File: src/verilog/asb_pkg.sv
// asb_pkg: offsets, field positions, reset values, counts and carrier types
// for the converter select buffer and result formatter.
// assumes a 32-bit APB slave with byte addresses and one word per register.
package asb_pkg;

	////////////////////////////////////////////////////////////////////////////
	// register byte offsets
	localparam logic [7:0] ASB_OFF_SELECT   = 8'h00; // buffered input/reference select
	localparam logic [7:0] ASB_OFF_CTRL_A   = 8'h04; // enable, start, auto, flag, irq enable, prescale
	localparam logic [7:0] ASB_OFF_CTRL_B   = 8'h08; // bipolar, left adjust, trigger select
	localparam logic [7:0] ASB_OFF_RES_LOW  = 8'h0C; // result low byte
	localparam logic [7:0] ASB_OFF_RES_HIGH = 8'h10; // result high byte
	localparam logic [7:0] ASB_OFF_ACTIVE   = 8'h14; // active (locked) selection, read only

	////////////////////////////////////////////////////////////////////////////
	// field positions
	localparam int ASB_SEL_INPUT_LSB = 0; // input_select_field, 6 bits
	localparam int ASB_SEL_REF_LSB   = 6; // reference_select_field, 2 bits
	localparam int ASB_CA_PS_LSB     = 0; // prescale select, 3 bits
	localparam int ASB_CA_IE_POS     = 3; // completion interrupt enable
	localparam int ASB_CA_DONE_POS   = 4; // conversion_done_flag, write one clears
	localparam int ASB_CA_AUTO_POS   = 5; // auto_trigger_enable
	localparam int ASB_CA_START_POS  = 6; // start_conversion_bit
	localparam int ASB_CA_ENABLE_POS = 7; // converter_enable
	localparam int ASB_CB_TRIG_LSB   = 0; // trigger select, 3 bits
	localparam int ASB_CB_LADJ_POS   = 3; // left_adjust_bit
	localparam int ASB_CB_BIP_POS    = 7; // bipolar_select_bit

	////////////////////////////////////////////////////////////////////////////
	// reset values
	localparam logic [7:0] ASB_SELECT_RST = 8'h00;
	localparam logic [7:0] ASB_CTRL_A_RST = 8'h00;
	localparam logic [7:0] ASB_CTRL_B_RST = 8'h00;

	////////////////////////////////////////////////////////////////////////////
	// converter clock counts and codes
	localparam logic [4:0] ASB_CONV_NORMAL_TICKS = 5'h0D; // 13 converter clocks
	localparam logic [4:0] ASB_CONV_FIRST_TICKS  = 5'h19; // 25 converter clocks after enable
	localparam logic [2:0] ASB_TRIG_FREE_RUN     = 3'h0;  // done flag as trigger
	localparam logic [5:0] ASB_SINGLE_LAST       = 6'h07; // last single-ended pin code
	localparam logic [5:0] ASB_SINGLE_INT_FIRST  = 6'h20; // internal single-ended codes
	localparam logic [5:0] ASB_SINGLE_INT_LAST   = 6'h22;
	localparam logic [9:0] ASB_CODE_MIN          = 10'h000;
	localparam logic [9:0] ASB_CODE_MAX          = 10'h3FF;
	localparam logic [9:0] ASB_BIP_MIN_CODE      = 10'h200;
	localparam logic [9:0] ASB_BIP_MAX_CODE      = 10'h1FF;
	localparam int         ASB_UNI_MAX_VAL       = 1023;
	localparam int         ASB_BIP_MIN_VAL       = -512;
	localparam int         ASB_BIP_MAX_VAL       = 511;

	////////////////////////////////////////////////////////////////////////////
	// carriers
	typedef struct packed {
		logic        psel;
		logic        penable;
		logic        pwrite;
		logic [7:0]  paddr;
		logic [31:0] pwdata;
	} asb_apb_req_t;

	typedef struct packed {
		logic        pready;
		logic        pslverr;
		logic [31:0] prdata;
	} asb_apb_rsp_t;

	typedef struct packed {
		logic halted;     // core has stopped executing
		logic quiet_mode; // sleep mode is idle or noise reduction
	} asb_sleep_t;

	typedef enum logic [1:0] {
		ASB_IDLE,
		ASB_WAIT_EDGE,
		ASB_CONVERT
	} asb_conv_state_t;

endpackage : asb_pkg

File: src/verilog/asb_select_format.sv
// asb_select_format: converter select buffering, conversion sequencing,
// sleep start and result encoding behind an APB register file.
// assumes the analog front end delivers a signed scaled difference code on
// sample_in (vin*1024/vref, or (vpos-vneg)*1024/vref) from another domain.
//
// Decided for this implementation: the register offsets and register access over APB.
module asb_select_format #(
	parameter int SAMPLE_W = 16 // width of the signed front end code
) (
	input  wire logic                          pclk,
	input  wire logic                          presetn,
	input  wire asb_pkg::asb_apb_req_t         apb_req,
	output      asb_pkg::asb_apb_rsp_t         apb_rsp,
	input  wire asb_pkg::asb_sleep_t           sleep_in,
	input  wire logic signed [SAMPLE_W-1:0]    sample_in,
	output      logic [7:0]                    active_select,
	output      logic                          conv_busy,
	output      logic                          conv_irq,
	output      logic                          wake_req
);
	import asb_pkg::*;

	////////////////////////////////////////////////////////////////////////////
	// elaboration check: gain of 20 and clamp must fit the intermediate
	if (SAMPLE_W < 11 || SAMPLE_W > 24) begin : g_bad_width
		$error("asb_select_format: SAMPLE_W must lie in 11..24");
	end

	localparam int EXT_W = SAMPLE_W + 6; // room for the 20x product

	// whole state of the block
	typedef struct packed {
		logic [7:0]          select_buf;  // software view of the selection
		logic [7:0]          select_act;  // selection the converter uses
		logic [7:0]          ctrl_a;      // enable/start/auto/flag/ie/prescale
		logic [7:0]          ctrl_b;      // bipolar/left adjust/trigger
		logic [9:0]          result;      // last stored 10-bit code
		logic                res_blocked; // low byte read, high not yet
		logic                lock;        // active selection frozen
		logic                first;       // next conversion is the long one
		logic [6:0]          pre_cnt;     // converter clock divider
		logic [4:0]          tick_cnt;    // converter clocks into conversion
		logic [4:0]          conv_len;    // length of this conversion
		logic [5:0]          conv_sel;    // input select frozen for this conversion
		asb_conv_state_t     state;       // sequencer state
		logic                sleep_done;  // one start per halt
		logic [SAMPLE_W-1:0] samp_meta;   // first synchroniser stage
		logic [SAMPLE_W-1:0] samp_sync;   // second synchroniser stage
		logic [31:0]         rdata;       // read data captured in setup
		logic                rd_err;      // unmapped address seen in setup
	} asb_state_t;

	asb_state_t s_q;
	asb_state_t s_d;

	////////////////////////////////////////////////////////////////////////////
	// result encoder for the three conversion types
	function automatic logic [9:0] asb_encode(
		input logic signed [SAMPLE_W-1:0] smp,
		input logic [5:0]                 sel,
		input logic                       bip
	);
		logic signed [EXT_W-1:0] ext;
		logic signed [EXT_W-1:0] val;
		logic                    single;
		logic [9:0]              code;
		ext    = EXT_W'(smp);
		single = (sel <= ASB_SINGLE_LAST) ||
		         (sel >= ASB_SINGLE_INT_FIRST && sel <= ASB_SINGLE_INT_LAST);
		val    = ext;
		if (!single && sel[0]) begin
			val = (ext <<< 4) + (ext <<< 2);
		end
		if (!single && bip) begin
			val = val >>> 1;
			if (val < ASB_BIP_MIN_VAL) begin
				code = ASB_BIP_MIN_CODE;
			end else if (val > ASB_BIP_MAX_VAL) begin
				code = ASB_BIP_MAX_CODE;
			end else begin
				code = val[9:0];
			end
		end else begin
			if (val < 0) begin
				code = ASB_CODE_MIN;
			end else if (val > ASB_UNI_MAX_VAL) begin
				code = ASB_CODE_MAX;
			end else begin
				code = val[9:0];
			end
		end
		return code;
	endfunction : asb_encode

	////////////////////////////////////////////////////////////////////////////
	// next state
	always_comb begin
		logic       enable;
		logic       free_run;
		logic       tick;
		logic [6:0] div_m1;
		logic       setup;
		logic       access;
		logic       wr;
		logic       rd;
		logic       done_now;
		logic [15:0] res_word;
		enable   = 1'b0;
		free_run = 1'b0;
		tick     = 1'b0;
		div_m1   = 7'h01;
		setup    = 1'b0;
		access   = 1'b0;
		wr       = 1'b0;
		rd       = 1'b0;
		done_now = 1'b0;
		res_word = 16'h0000;
		s_d      = s_q;

		enable   = s_q.ctrl_a[ASB_CA_ENABLE_POS];
		free_run = s_q.ctrl_a[ASB_CA_AUTO_POS] &&
		           (s_q.ctrl_b[ASB_CB_TRIG_LSB +: 3] == ASB_TRIG_FREE_RUN);

		// pin-side code passes two flops
		s_d.samp_meta = sample_in;
		s_d.samp_sync = s_q.samp_meta;

		// prescaler: divide by 2^ps, ps of zero divides by two
		if (s_q.ctrl_a[ASB_CA_PS_LSB +: 3] != 3'h0) begin
			div_m1 = 7'((8'h01 << s_q.ctrl_a[ASB_CA_PS_LSB +: 3]) - 8'h01);
		end
		// held in reset while the converter is off
		if (!enable) begin
			s_d.pre_cnt = 7'h00;
		end else if (s_q.pre_cnt >= div_m1) begin
			s_d.pre_cnt = 7'h00;
			tick        = 1'b1;
		end else begin
			s_d.pre_cnt = s_q.pre_cnt + 7'h01;
		end

		// apb phases
		setup  = apb_req.psel && !apb_req.penable;
		access = apb_req.psel && apb_req.penable;
		wr     = access && apb_req.pwrite;
		rd     = access && !apb_req.pwrite;

		// result word as software sees it
		// right adjust unless left adjust set
		if (s_q.ctrl_b[ASB_CB_LADJ_POS]) begin
			res_word = {s_q.result, 6'h00};
		end else begin
			res_word = {6'h00, s_q.result};
		end

		// read data captured in setup, shown in access
		if (setup) begin
			s_d.rd_err = 1'b0;
			case (apb_req.paddr)
				ASB_OFF_SELECT:   s_d.rdata = {24'h000000, s_q.select_buf};
				ASB_OFF_CTRL_A:   s_d.rdata = {24'h000000, s_q.ctrl_a};
				ASB_OFF_CTRL_B:   s_d.rdata = {24'h000000, s_q.ctrl_b};
				ASB_OFF_RES_LOW:  s_d.rdata = {24'h000000, res_word[7:0]};
				ASB_OFF_RES_HIGH: s_d.rdata = {24'h000000, res_word[15:8]};
				ASB_OFF_ACTIVE:   s_d.rdata = {24'h000000, s_q.select_act};
				default: begin
					s_d.rdata  = 32'h00000000;
					s_d.rd_err = 1'b1;
				end
			endcase
		end

		// reads of the result bytes steer the update block
		if (rd && apb_req.paddr == ASB_OFF_RES_LOW) begin
			s_d.res_blocked = 1'b1;
		end
		if (rd && apb_req.paddr == ASB_OFF_RES_HIGH) begin
			s_d.res_blocked = 1'b0;
		end

		// register writes
		if (wr) begin
			case (apb_req.paddr)
				ASB_OFF_SELECT: s_d.select_buf = apb_req.pwdata[7:0];
				ASB_OFF_CTRL_A: begin
					s_d.ctrl_a[ASB_CA_ENABLE_POS] = apb_req.pwdata[ASB_CA_ENABLE_POS];
					s_d.ctrl_a[ASB_CA_AUTO_POS]   = apb_req.pwdata[ASB_CA_AUTO_POS];
					s_d.ctrl_a[ASB_CA_IE_POS]     = apb_req.pwdata[ASB_CA_IE_POS];
					s_d.ctrl_a[ASB_CA_PS_LSB +: 3] = apb_req.pwdata[ASB_CA_PS_LSB +: 3];
					// start only sets; hardware clears it
					if (apb_req.pwdata[ASB_CA_START_POS]) begin
						s_d.ctrl_a[ASB_CA_START_POS] = 1'b1;
					end
					// flag clears on a one; a same-cycle set below wins
					if (apb_req.pwdata[ASB_CA_DONE_POS]) begin
						s_d.ctrl_a[ASB_CA_DONE_POS] = 1'b0;
					end
				end
				ASB_OFF_CTRL_B: s_d.ctrl_b = apb_req.pwdata[7:0];
				default: ;
			endcase
		end

		// enable rising arms the long first conversion
		if (!enable && s_d.ctrl_a[ASB_CA_ENABLE_POS]) begin
			s_d.first = 1'b1;
		end

		// halted in a quiet sleep starts a conversion
		// no sleep mode touches the enable bit
		if (!sleep_in.halted) begin
			s_d.sleep_done = 1'b0;
		end else if (!s_q.sleep_done && sleep_in.quiet_mode && enable &&
		             s_q.state == ASB_IDLE && !s_q.ctrl_a[ASB_CA_START_POS] &&
		             !s_q.ctrl_a[ASB_CA_AUTO_POS] && s_q.ctrl_a[ASB_CA_IE_POS]) begin
			s_d.sleep_done               = 1'b1;
			s_d.ctrl_a[ASB_CA_START_POS] = 1'b1;
		end

		// conversion sequencer
		case (s_q.state)
			ASB_IDLE: begin
				if (enable && s_q.ctrl_a[ASB_CA_START_POS]) begin
					s_d.state = ASB_WAIT_EDGE;
				end
			end
			// begin on the next converter clock
			ASB_WAIT_EDGE: begin
				if (tick) begin
					s_d.state    = ASB_CONVERT;
					s_d.tick_cnt = 5'h00;
					s_d.conv_len = s_q.first ? ASB_CONV_FIRST_TICKS : ASB_CONV_NORMAL_TICKS;
					s_d.first    = 1'b0;
					s_d.lock     = 1'b1;
				end
			end
			ASB_CONVERT: begin
				if (tick) begin
					s_d.tick_cnt = s_q.tick_cnt + 5'h01;
					if (s_q.tick_cnt + 5'h01 == s_q.conv_len - 5'h01) begin
						s_d.lock = 1'b0;
					end
					if (s_q.tick_cnt + 5'h01 == s_q.conv_len) begin
						done_now = 1'b1;
					end
				end
			end
			default: s_d.state = ASB_IDLE;
		endcase

		// completion: store, flag, restart or finish
		if (done_now) begin
			// result stored with the flag
			// lost quietly while low byte is held by software
			if (!s_q.res_blocked) begin
				s_d.result = asb_encode($signed(s_q.samp_sync),
				                        s_q.conv_sel,
				                        s_q.ctrl_b[ASB_CB_BIP_POS]);
			end
			// flag raised however the core woke
			s_d.ctrl_a[ASB_CA_DONE_POS] = 1'b1;
			if (free_run) begin
				// restart locks what was copied just now
				s_d.tick_cnt = 5'h00;
				s_d.conv_len = ASB_CONV_NORMAL_TICKS;
				s_d.lock     = 1'b1;
			end else begin
				s_d.state                    = ASB_IDLE;
				s_d.ctrl_a[ASB_CA_START_POS] = 1'b0;
			end
		end

		// switching off aborts any conversion
		if (!s_d.ctrl_a[ASB_CA_ENABLE_POS]) begin
			s_d.state                    = ASB_IDLE;
			s_d.lock                     = 1'b0;
			s_d.ctrl_a[ASB_CA_START_POS] = 1'b0;
		end

		// copied on every cycle of the unlock
		if (!s_q.lock) begin
			s_d.select_act = s_q.select_buf;
		end

		// result coding uses frozen selection
		// the final unlocked cycle may already copy a new selection in
		if (s_d.lock && !s_q.lock) begin
			s_d.conv_sel = s_d.select_act[ASB_SEL_INPUT_LSB +: 6];
		end
	end

	////////////////////////////////////////////////////////////////////////////
	// state register
	always_ff @(posedge pclk or negedge presetn) begin
		if (!presetn) begin
			s_q.select_buf  <= ASB_SELECT_RST;
			s_q.select_act  <= ASB_SELECT_RST;
			s_q.ctrl_a      <= ASB_CTRL_A_RST;
			s_q.ctrl_b      <= ASB_CTRL_B_RST;
			s_q.result      <= ASB_CODE_MIN;
			s_q.res_blocked <= 1'b0;
			s_q.lock        <= 1'b0;
			s_q.first       <= 1'b1;
			s_q.pre_cnt     <= 7'h00;
			s_q.tick_cnt    <= 5'h00;
			s_q.conv_len    <= ASB_CONV_FIRST_TICKS;
			s_q.conv_sel    <= ASB_SELECT_RST[ASB_SEL_INPUT_LSB +: 6];
			s_q.state       <= ASB_IDLE;
			s_q.sleep_done  <= 1'b0;
			s_q.samp_meta   <= '0;
			s_q.samp_sync   <= '0;
			s_q.rdata       <= 32'h00000000;
			s_q.rd_err      <= 1'b0;
		end else begin
			s_q <= s_d;
		end
	end

	////////////////////////////////////////////////////////////////////////////
	// outputs: zero wait state slave, data from flops
	always_comb begin
		apb_rsp.pready  = 1'b1;
		apb_rsp.pslverr = apb_req.psel && apb_req.penable && s_q.rd_err;
		apb_rsp.prdata  = s_q.rdata;
	end

	assign active_select = s_q.select_act;
	assign conv_busy     = s_q.ctrl_a[ASB_CA_START_POS];
	// request stands until software clears the flag
	assign conv_irq      = s_q.ctrl_a[ASB_CA_DONE_POS] && s_q.ctrl_a[ASB_CA_IE_POS];
	// completion request wakes a halted core
	assign wake_req      = conv_irq && sleep_in.halted;

endmodule : asb_select_format

File: config.mk
export PLATFORM = sky130hd
export DESIGN_NAME = asb_select_format
export DESIGN_NICKNAME = d
export VERILOG_FILES = /design/src/verilog/asb_pkg.sv /design/src/verilog/asb_select_format.sv
export SDC_FILE = /design/constraint.sdc
export NUM_CORES = 1
export LEC_CHECK = 0
export BUFFER_PORTS_ARGS = -buffer_cell sky130_fd_sc_hd__buf_2
export CORE_ASPECT_RATIO = 0.6
export CORE_UTILIZATION = 55
export DETAILED_ROUTE_END_ITERATION = 8
export PLACE_DENSITY = 0.78
export SLEW_MARGIN = 20
export SYNTH_ARGS = -nofsm -noshare
export SYNTH_HDL_FRONTEND = slang
export SYNTH_SLANG_ARGS = --single-unit
File: constraint.sdc
create_clock -name pclk -period 3.8 [get_ports pclk]
set_input_delay 0.38 -clock pclk [delete_from_list [all_inputs] [get_ports pclk]]
set_output_delay 0.38 -clock pclk [all_outputs]
set_load 0.005 [all_outputs]
* Word-level counts from Yosys, hierarchy flattened *
Index checks and enable logic that the tools add are counted.

storage, ports and cells
  output and inout bits = 45
  bits in registers = 136

operators by class
  order comparisons = 8
  equal/unequal tests = 10
  bitwise operators = 1
  multiplexer cells = 57
  reductions and logical operators = 45
  add/subtract/negate cells = 5
  shifts and indexed selects = 1

operators with widths
  kind                                                   count
  two-way mux 10 bit                                     8
  two-way mux 22 bit                                     3
  case mux 8 bit (6 select lines)                        1
  two-way mux 16 bit                                     2
  two-way mux 1 bit                                      25
  > comparator 22 x 11 -> 1 bit (second input constant)  1
  logical AND 1 bit                                      22
  < comparator 22 x 1 -> 1 bit (second input constant)   1
  adder 20 x 18 -> 21 bit                                1
  > comparator 21 x 10 -> 1 bit (second input constant)  1
  < comparator 21 x 10 -> 1 bit (second input constant)  1
  two-way mux 7 bit                                      3
  equality test 8 x 4 -> 1 bit (second input constant)   2
  equality test 8 x 5 -> 1 bit (second input constant)   2
  two-way mux 8 bit                                      2
  two-way mux 5 bit                                      3
  two-way mux 2 bit                                      6
  equality test 5 bit                                    2
  case mux 5 bit (2 select lines)                        1
  equality test 8 x 3 -> 1 bit (second input constant)   1
  logical NOT 1 bit                                      8
  logical NOT 8 bit                                      1
  AND reduction 2 bit                                    4
  nonzero test 2 bit                                     4
  other kinds (22)                                       22

* Longest topological paths before layout *
Gate-level depths: netlist of the first run.

  word-level depth = 13
  gate-level depth with buffers = 13
  gate-level depth less buffers = 13

* Worst setup path before layout of the first run *
No wires, ideal clock.

  path type = reg-to-reg
  start = reg s_q[35] (netlist name)
  end = reg s_q[94] (netlist name)
  library setup time = 0.087 ns
  cell stages (with the launch flop) = 13
  path buffers = 0
  arrival = 2.809 ns
  slack = 0.904 ns
  clock period less this slack = 2.896 ns
  required time = 3.713 ns
  cell sequence = dfrtp_1 -> ha_1 -> inv_1 -> fa_1 -> nand2b_1 -> a21oi_2 -> o21ai_1 -> a311o_1 -> nand2_1 -> a41oi_1 -> o41ai_1 -> nand3_2 -> o211ai_1

on the way
  word-level cells in the longest chain between the ends = 8
  elaborated cells between the ends (all ways) = 13
  those cells by class = add/sub: 1; order compare: 4; mux: 8

ends and longest elaborated chain
  item                                                                            RTL line                                          text
  from (decl)                                                                     asb_select_format.sv:53                           asb_state_t s_q;
  adder 20 x 18 -> 21 bit                                                         asb_select_format.sv:72                           val = (ext <<< 4) + (ext <<< 2);
  two-way mux 22 bit (*)                                                          asb_select_format.sv:71                           if (!single && sel[0]) begin
  two-way mux 22 bit (*)                                                          asb_select_format.sv:255                          if (!s_q.res_blocked) begin
  two-way mux 22 bit (*)                                                          asb_select_format.sv:252                          if (done_now) begin
  > comparator 22 x 11 -> 1 bit or > comparator 21 x 10 -> 1 bit (tied branches)  asb_select_format.sv:86, asb_select_format.sv:78
  two-way mux 10 bit, on equally long branches                                    asb_select_format.sv:86, asb_select_format.sv:78
  two-way mux 10 bit, on equally long branches                                    asb_select_format.sv:84, asb_select_format.sv:76
  two-way mux 10 bit (*)                                                          asb_select_format.sv:74                           if (!single && bip) begin

Mark *: on every way between the ends. The rest lies on a longest branch, timed or not. The select of a mux whose other input is x is not followed.
A chain may end at the register's enable or synchronous reset.

* Final worst setup path of the first run *
Ends and elaborated chain as after synthesis.

==> results of run 1 <==
area by class of cell:
cell class / count / area (um2)
Clock buffer: 10 / 229
Clock inverter: 6 / 92.6
Fill cell: 925 / 4320
Inverter: 20 / 75.1
Multi-Input combinational cell: 471 / 3270
Sequential cell: 112 / 2810
Tap cell: 160 / 200
Timing Repair Buffer: 64 / 338
how the worst max path moves through the flow:
stage	from	endpoint	slack (ps)	cells past startpoint
3_3_place_gp	s_q[35]	s_q[94]	470	11
6_report	s_q[35]	s_q[94]	310	11
3_5_place_dp	s_q[35]	s_q[94]	430	11
2_1_floorplan	s_q[35]	s_q[94]	900	12
4_1_cts	s_q[35]	s_q[94]	390	11
5_1_grt	s_q[35]	s_q[94]	120	11
report_power, final:
group	leakage, nW	switching [W]	internal, W	total [W]
Combinational	1.65	0.000168	0.000102	0.000271
Sequential	1.45	0.0000293	0.00122	0.00125
Clock	0.149	0.000433	0.000582	0.00101
synthesized netlist by cell type (all sizes together), types with 12 or more instances:
cell type | instances | area share
a21oi | 36 | 0.029
a221oi | 14 | 0.019
a31oi | 12 | 0.012
buf | 46 | 0.053
dfrtp | 108 | 0.42
ha | 30 | 0.058
inv | 20 | 0.012
mux2 | 35 | 0.065
nand2 | 56 | 0.033
nand3 | 19 | 0.017
nor2 | 46 | 0.028
nor3 | 15 | 0.017
o21ai | 41 | 0.032
xnor2 | 14 | 0.020
layout by cell type, fill, tap and decap left out, types with 7 or more instances in the layout:
master     instances
dfrtp_1          108
buf_2             57
nand2_1           56
nor2_1            45
a21oi_1           35
ha_1              30
o21ai_0           29
mux2_2            29
conb_1            25
inv_1             18
nand3_1           17
a221oi_1          14
xnor2_1           13
a31oi_1           12
o21ai_1           12
nor3_1            11
xor2_1            10
mux2i_1           10
clkbuf_16          9
a21o_1             8
o21a_1             8
and3_1             7
buf_4              7
cells by family after synthesis:
kind of cell	Yosys count	share of synthesized area
xor gates and xnor gates	24	0.0338
muxes	45	0.0802
AOI/OAI and AO/OA	166	0.176
DFF	112	0.436
buffers and inverters	77	0.0707
and+or+nand+nor	180	0.141
adders and majority gates	31	0.0613
other	2	0.00117
critical path, cell delays in order (launching register included):
cell and delay [ps]:
dfrtp_1 380, ha_1 200, inv_1 60, fa_1 400
nand2b_1 190, a21oi_2 400, nor3_1 120, a311oi_1 400
a41oi_1 170, o41ai_1 550, nand3_2 280, o211ai_1 240
metal layers:
layer	part of all wire	GRT usage	up-vias
met5	0	0	-
met4	0.0075	0.0596	0
met3	0.097	0.0570	14
met2	0.41	0.382	265
met1	0.48	0.419	2503
li1	-	-	2343
through the flow:
step           area (um2)  hold WS [ps]  cells  total power (W)
2_1_floorplan        6530          84.4    660          0.00146
3_3_place_gp         6690           333    827          0.00153
3_5_place_dp         6690           335    827          0.00154
4_1_cts              7020          72.9    843          0.00254
5_1_grt              7020           110    843          0.00262
6_report             7020          40.0    843          0.00254
registers in the layout, summed over array words and instances (netlist names):
signal / cells
s_q: 79
s_d: 16
active_select: 8
apb_rsp: 8
conv_busy: 1
==> Implementation_results.wiki, run 1 <==
{| class="wikitable"
! Metric !! Value
|-
| Status || completed
|-
| TritonCTS clock tree || yes
|-
| Clock sink total || 112
|-
| Clock transition at the registers of the reported paths || 80 ps
|-
| Global router's overall resource usage || 0.269
|-
| R2R Path End || s_q[94]
|-
| Maximum level of the CTS H-tree || 3
|-
| Maximum vdd drop || 0.000264 V
|-
| DRT iter0 DRCs || 458
|-
| CTS root buffer || clkbuf_16
|-
| Number of instances in the synthesized netlist || 637
|-
| Worst Path Required || 4060 ps
|-
| Number of optimization iterations in the first detailed-route pass || 5
|-
| Largest driver fanout on the critical path || 9
|-
| Commonest register cell after synthesis || dfrtp_1
|-
| Clock Latency Late Sink || 350 ps
|-
| Total Routed Length || 15.7 mm
|-
| Flop and latch count out of synthesis || 112
|-
| Detail-routed net length per standard cell || 18.6 um
|-
| Max Fclk || 0.287 GHz
|-
| Standard-cell row count || 30
|-
| Maximum count of clock buffers along a single path || 2
|-
| Least-Margin Pin Slew || 880 ps
|-
| Number of nets with antenna violations after routing || 0
|-
| Number of diodes added for antenna fixing || 0
|-
| Placement Setup Slack || 429 ps
|-
| Setup slack of the critical path after layout || 315 ps
|-
| Number of vias per cell || 6.08
|-
| Final GP Congestion || 0.905
|-
| Die extent in x || 142 um
|-
| Count of buffers from port buffering || 58
|-
| Via count of the first global-routing pass || 4762
|-
| Post-route DRC || 0
|-
| Max_cap viols || 0
|-
| Slack of the worst reg-to-reg path || 310 ps
|-
| Number of buffers added to fix hold violations after cts || 0
|-
| Number of enable flip-flop cells after synthesis || 0
|-
| RSZ-0062 raised after global routing || false
|-
| Setup TNS || 0 ps
|-
| Worst setup SP type || flip-flop
|-
| Count of vias placed by the detailed router || 5125
|-
| Worst Reg-to-Reg Cells || 11
|-
| Type of the most critical hold path || input pin to asynchronous set/reset pin
|-
| Post-synthesis async set-or-reset flop share || 1.00
|-
| Post_cts resized || 0
|-
| Pleak || 3.25 nW
|-
| Antenna violations before repair || 0
|-
| Global-route congestion overflow total || 0
|-
| Floorplan Core Area || 11300 um2
|-
| Number of distinct library cells after synthesis || 71
|-
| Top-level port count || 108
|-
| Number of warning messages in the yosys log || 0
|-
| Util after Layout || 0.619
|-
| Endpoints failing hold || 0
|-
| Die height || 85.9 um
|-
| Initial standard-cell utilization of the core || 0.569
|-
| Worst setup path category || flip-flop to flip-flop
|-
| Setup-failing EPs final || 0
|-
| Endpoint kind of the worst setup timing path || flip-flop
|-
| Reg2Reg Launch Point || s_q[35]
|-
| First-pass GRT wire length || 25.1 mm
|-
| Total clock buffers created by CTS || 9
|-
| Die outline area || 12200 um2
|-
| Fin crit period || 3490 ps
|-
| Register area share after synthesis || 0.436
|-
| Post-CTS repair timing setup buffer count || 0
|-
| Slew Viols, Final || 0
|-
| Slew headroom || 0.412
|-
| Clock Skew || 8.37 ps
|-
| HPWL after detailed placement || 11.9 mm
|-
| Power density cells || 362 nW/um2
|-
| Syn Std Cell Area || 6440 um2
|-
| Synthesis-to-layout area growth || 8.85%
|-
| Mean post-synth cell area || 10.1 um2
|-
| Share of post-route cells with drive strength above 1 || 0.199
|-
| Critical Path AT || 3750 ps
|-
| Largest net degree at the start of global routing || 52
|-
| Ratio of final minimum period to clock period || 0.917
|-
| Final #Nets || 772
|}
No activity file was read; power rests on OpenSTA's default activity.
==> run 2, diff against run 1 <==
--- a/config.mk
+++ b/config.mk
@@ -7,9 +7,10 @@
 export LEC_CHECK = 0
 export BUFFER_PORTS_ARGS = -buffer_cell sky130_fd_sc_hd__buf_2
 export CORE_ASPECT_RATIO = 0.6
-export CORE_UTILIZATION = 55
+export CORE_UTILIZATION = 59
+export CTS_BUF_LIST = sky130_fd_sc_hd__clkbuf_8
 export DETAILED_ROUTE_END_ITERATION = 8
-export PLACE_DENSITY = 0.78
+export PLACE_DENSITY = 0.83
 export SLEW_MARGIN = 20
 export SYNTH_ARGS = -nofsm -noshare
 export SYNTH_HDL_FRONTEND = slang
==> run 2 against run 1 <==
  * Sequential cell count unchanged
  * Hold slack improved by 23 ps
  * Critical path depth unchanged
  * Utilization increased by 2.7 points
  * Register-to-register slack got worse by 240 ps
  * Routed wire length increased by 1.0%
  * Final area decreased by 2.4%
  * Clock-buffer cell count unchanged
  * Die area decreased by 6.7%
  * Largest cell class unchanged
  * Highest routed layer unchanged
==> Implementation_results.wiki, run 2 (synthesis gave the netlist of run 1 again) <==
{| class="wikitable"
! Metric !! Value
|-
| Status || completed (unchanged)
|-
| Detail-routed net length per standard cell || 19.3 um (was 18.6 um)
|-
| Worst Path Required || 4100 ps (was 4060 ps)
|-
| Ratio of final minimum period to clock period || 0.980 (was 0.917)
|-
| Slew headroom || 0.400 (was 0.412)
|-
| Top-level port count || 108 (unchanged)
|-
| HPWL after detailed placement || 12.1 mm (was 11.9 mm)
|-
| Most common cell after layout, fill and taps aside || dfrtp_1 (unchanged)
|-
| Number of standard cells in the layout, taps in and fillers out || 821 (was 843)
|-
| R2R Path End || s_q[94] (unchanged)
|-
| Top Usage Layer GRT || met1 (unchanged)
|-
| Worst setup startpoint || s_q[33] (was s_q[35])
|-
| Setup TNS || 0 ps (unchanged)
|-
| Met3 layer usage reported by global route || 0.0879 (was 0.0570)
|-
| Number of buffers added to fix hold violations after cts || 0 (unchanged)
|-
| Setup-failing EPs final || 0 (unchanged)
|-
| GR Util met1 || 0.461 (was 0.419)
|-
| Worst setup path category || flip-flop to flip-flop (unchanged)
|-
| Endpoints failing hold || 0 (unchanged)
|-
| Placed Instances || 805 (was 827)
|-
| Die height || 83.0 um (was 85.9 um)
|-
| Number of vias per cell || 6.36 (was 6.08)
|-
| RSZ-0062 raised after global routing || false (unchanged)
|-
| Global-route congestion overflow total || 0 (unchanged)
|-
| Max Fclk || 0.268 GHz (was 0.287 GHz)
|-
| Type of the most critical hold path || input pin to asynchronous set/reset pin (unchanged)
|-
| Clock transition at the registers of the reported paths || 110 ps (was 80 ps)
|-
| Most frequent cells in the layout || 108 x dfrtp_1, 57 x buf_2, 56 x nand2_1 (unchanged)
|-
| Slew Viols, Final || 0 (unchanged)
|-
| Maximum level of the CTS H-tree || 3 (unchanged)
|-
| Post_cts resized || 0 (unchanged)
|-
| Clock Skew || 11.8 ps (was 8.37 ps)
|-
| Worst Reg-to-Reg Cells || 11 (unchanged)
|-
| Post-CTS repair timing setup buffer count || 0 (unchanged)
|-
| Initial standard-cell utilization of the core || 0.608 (was 0.569)
|-
| Share of post-route cells with drive strength above 1 || 0.199 (about the same)
|-
| CTS root buffer || clkbuf_8 (was clkbuf_16)
|-
| Slack of the worst reg-to-reg path || 80 ps (was 310 ps)
|-
| Number of optimization iterations in the first detailed-route pass || 5 (unchanged)
|-
| Flip-flop count of the largest register, all copies and words added || 79 (unchanged)
|-
| Worst setup SP type || flip-flop (unchanged)
|-
| Die outline area || 11400 um2 (was 12200 um2)
|-
| Pleak || 3.19 nW (was 3.25 nW)
|-
| Met2 Use GR || 0.389 (was 0.382)
|-
| Largest register by flop count || s_q (unchanged)
|-
| Final GP Congestion || 0.983 (was 0.905)
|-
| Least-Margin Pin Slew || 891 ps (was 880 ps)
|-
| Util after Layout || 0.646 (was 0.619)
|-
| Clock sink total || 112 (unchanged)
|-
| Max_cap viols || 0 (unchanged)
|-
| First-pass GRT wire length || 25.4 mm (was 25.1 mm)
|-
| Total Routed Length || 15.8 mm (was 15.7 mm)
|-
| Count of buffers from port buffering || 58 (unchanged)
|-
| Via count of the first global-routing pass || 4777 (was 4762)
|-
| TritonCTS clock tree || yes (unchanged)
|-
| Largest net degree at the start of global routing || 62 (was 52)
|-
| Standard-cell row count || 29 (was 30)
|-
| Post-route DRC || 0 (unchanged)
|-
| Number of nets with antenna violations after routing || 0 (unchanged)
|-
| Final #Nets || 771 (was 772)
|-
| Maximum count of clock buffers along a single path || 2 (unchanged)
|-
| Floorplan Core Area || 10600 um2 (was 11300 um2)
|-
| Antenna violations before repair || 0 (unchanged)
|-
| Reg2Reg Launch Point || s_q[33] (was s_q[35])
|-
| Count of vias placed by the detailed router || 5219 (was 5125)
|-
| Clock Latency Late Sink || 390 ps (was 350 ps)
|-
| Endpoint kind of the worst setup timing path || flip-flop (unchanged)
|-
| Number of diodes added for antenna fixing || 0 (unchanged)
|-
| Critical Path AT || 4020 ps (was 3750 ps)
|-
| Synthesis-to-layout area growth || 6.25% (was 8.85%)
|-
| Global router's overall resource usage || 0.292 (was 0.269)
|-
| Maximum vdd drop || 0.000169 V (was 0.000264 V)
|-
| Total clock buffers created by CTS || 9 (unchanged)
|-
| Fin crit period || 3720 ps (was 3490 ps)
|-
| Die extent in x || 137 um (was 142 um)
|-
| DRT iter0 DRCs || 706 (was 458)
|-
| Largest driver fanout on the critical path || 9 (unchanged)
|-
| Power density cells || 322 nW/um2 (was 362 nW/um2)
|}
[run 2: cell count changes in the layout (fill, tap and decap cells not counted), sizes merged]
cell,change
bufinv,-2
buf,-1
inv,+2
[run 2: layout make-up]
class,instances,area [um2]
Fill cell,825,3750
Multi-Input combinational cell,471,3270
Clock inverter,6,50.0
Clock buffer,10,138
Sequential cell,112,2810
Timing Repair Buffer,63,330
Tap cell,139,174
Inverter,20,75.1
[run 2: worst max-delay path: stages (launching register included)]
cell      delay (ps)
dfrtp_1          460
ha_1             240
inv_1             90
fa_1             410
nand2b_1         200
a21oi_2          380
nor3_1           110
a311oi_1         430
a41oi_1          180
o41ai_1          590
nand3_2          290
o211ai_1         260
[run 2: how the worst max path moves through the flow]
stage,endpoint,slack (ps),cells after the start
2_1_floorplan,s_q[94],900,12
3_3_place_gp,s_q[94],470,11
3_5_place_dp,s_q[94],300,11
4_1_cts,s_q[94],240,11
5_1_grt,s_q[94],20,11
6_report,s_q[94],80,11
[run 2: where the power goes]
part,switching (W),internal [W],leakage (nW)
logic,0.000171,0.000103,1.65
registers,0.0000286,0.00122,1.45
clock network,0.000417,0.000265,0.0899
[run 2: per-layer routing]
| metal | wire (um) | up-vias |
|---|---|---|
| met5 | 0 | - |
| met4 | 231 | 0 |
| met3 | 1740 | 30 |
| met2 | 6430 | 300 |
| met1 | 7430 | 2536 |
| li1 | - | 2353 |
[run 2: stage by stage]
stage               area, um2  hold slack, ps  worst slack (ps)  power, W
global route             6850            72.9              16.9   0.00230
floorplan                6530            84.4               904   0.00146
finish                   6850            62.8              75.4   0.00221
detailed placement       6660             335               298   0.00154
global placement         6660             333               468   0.00153
CTS                      6850            78.5               241   0.00221
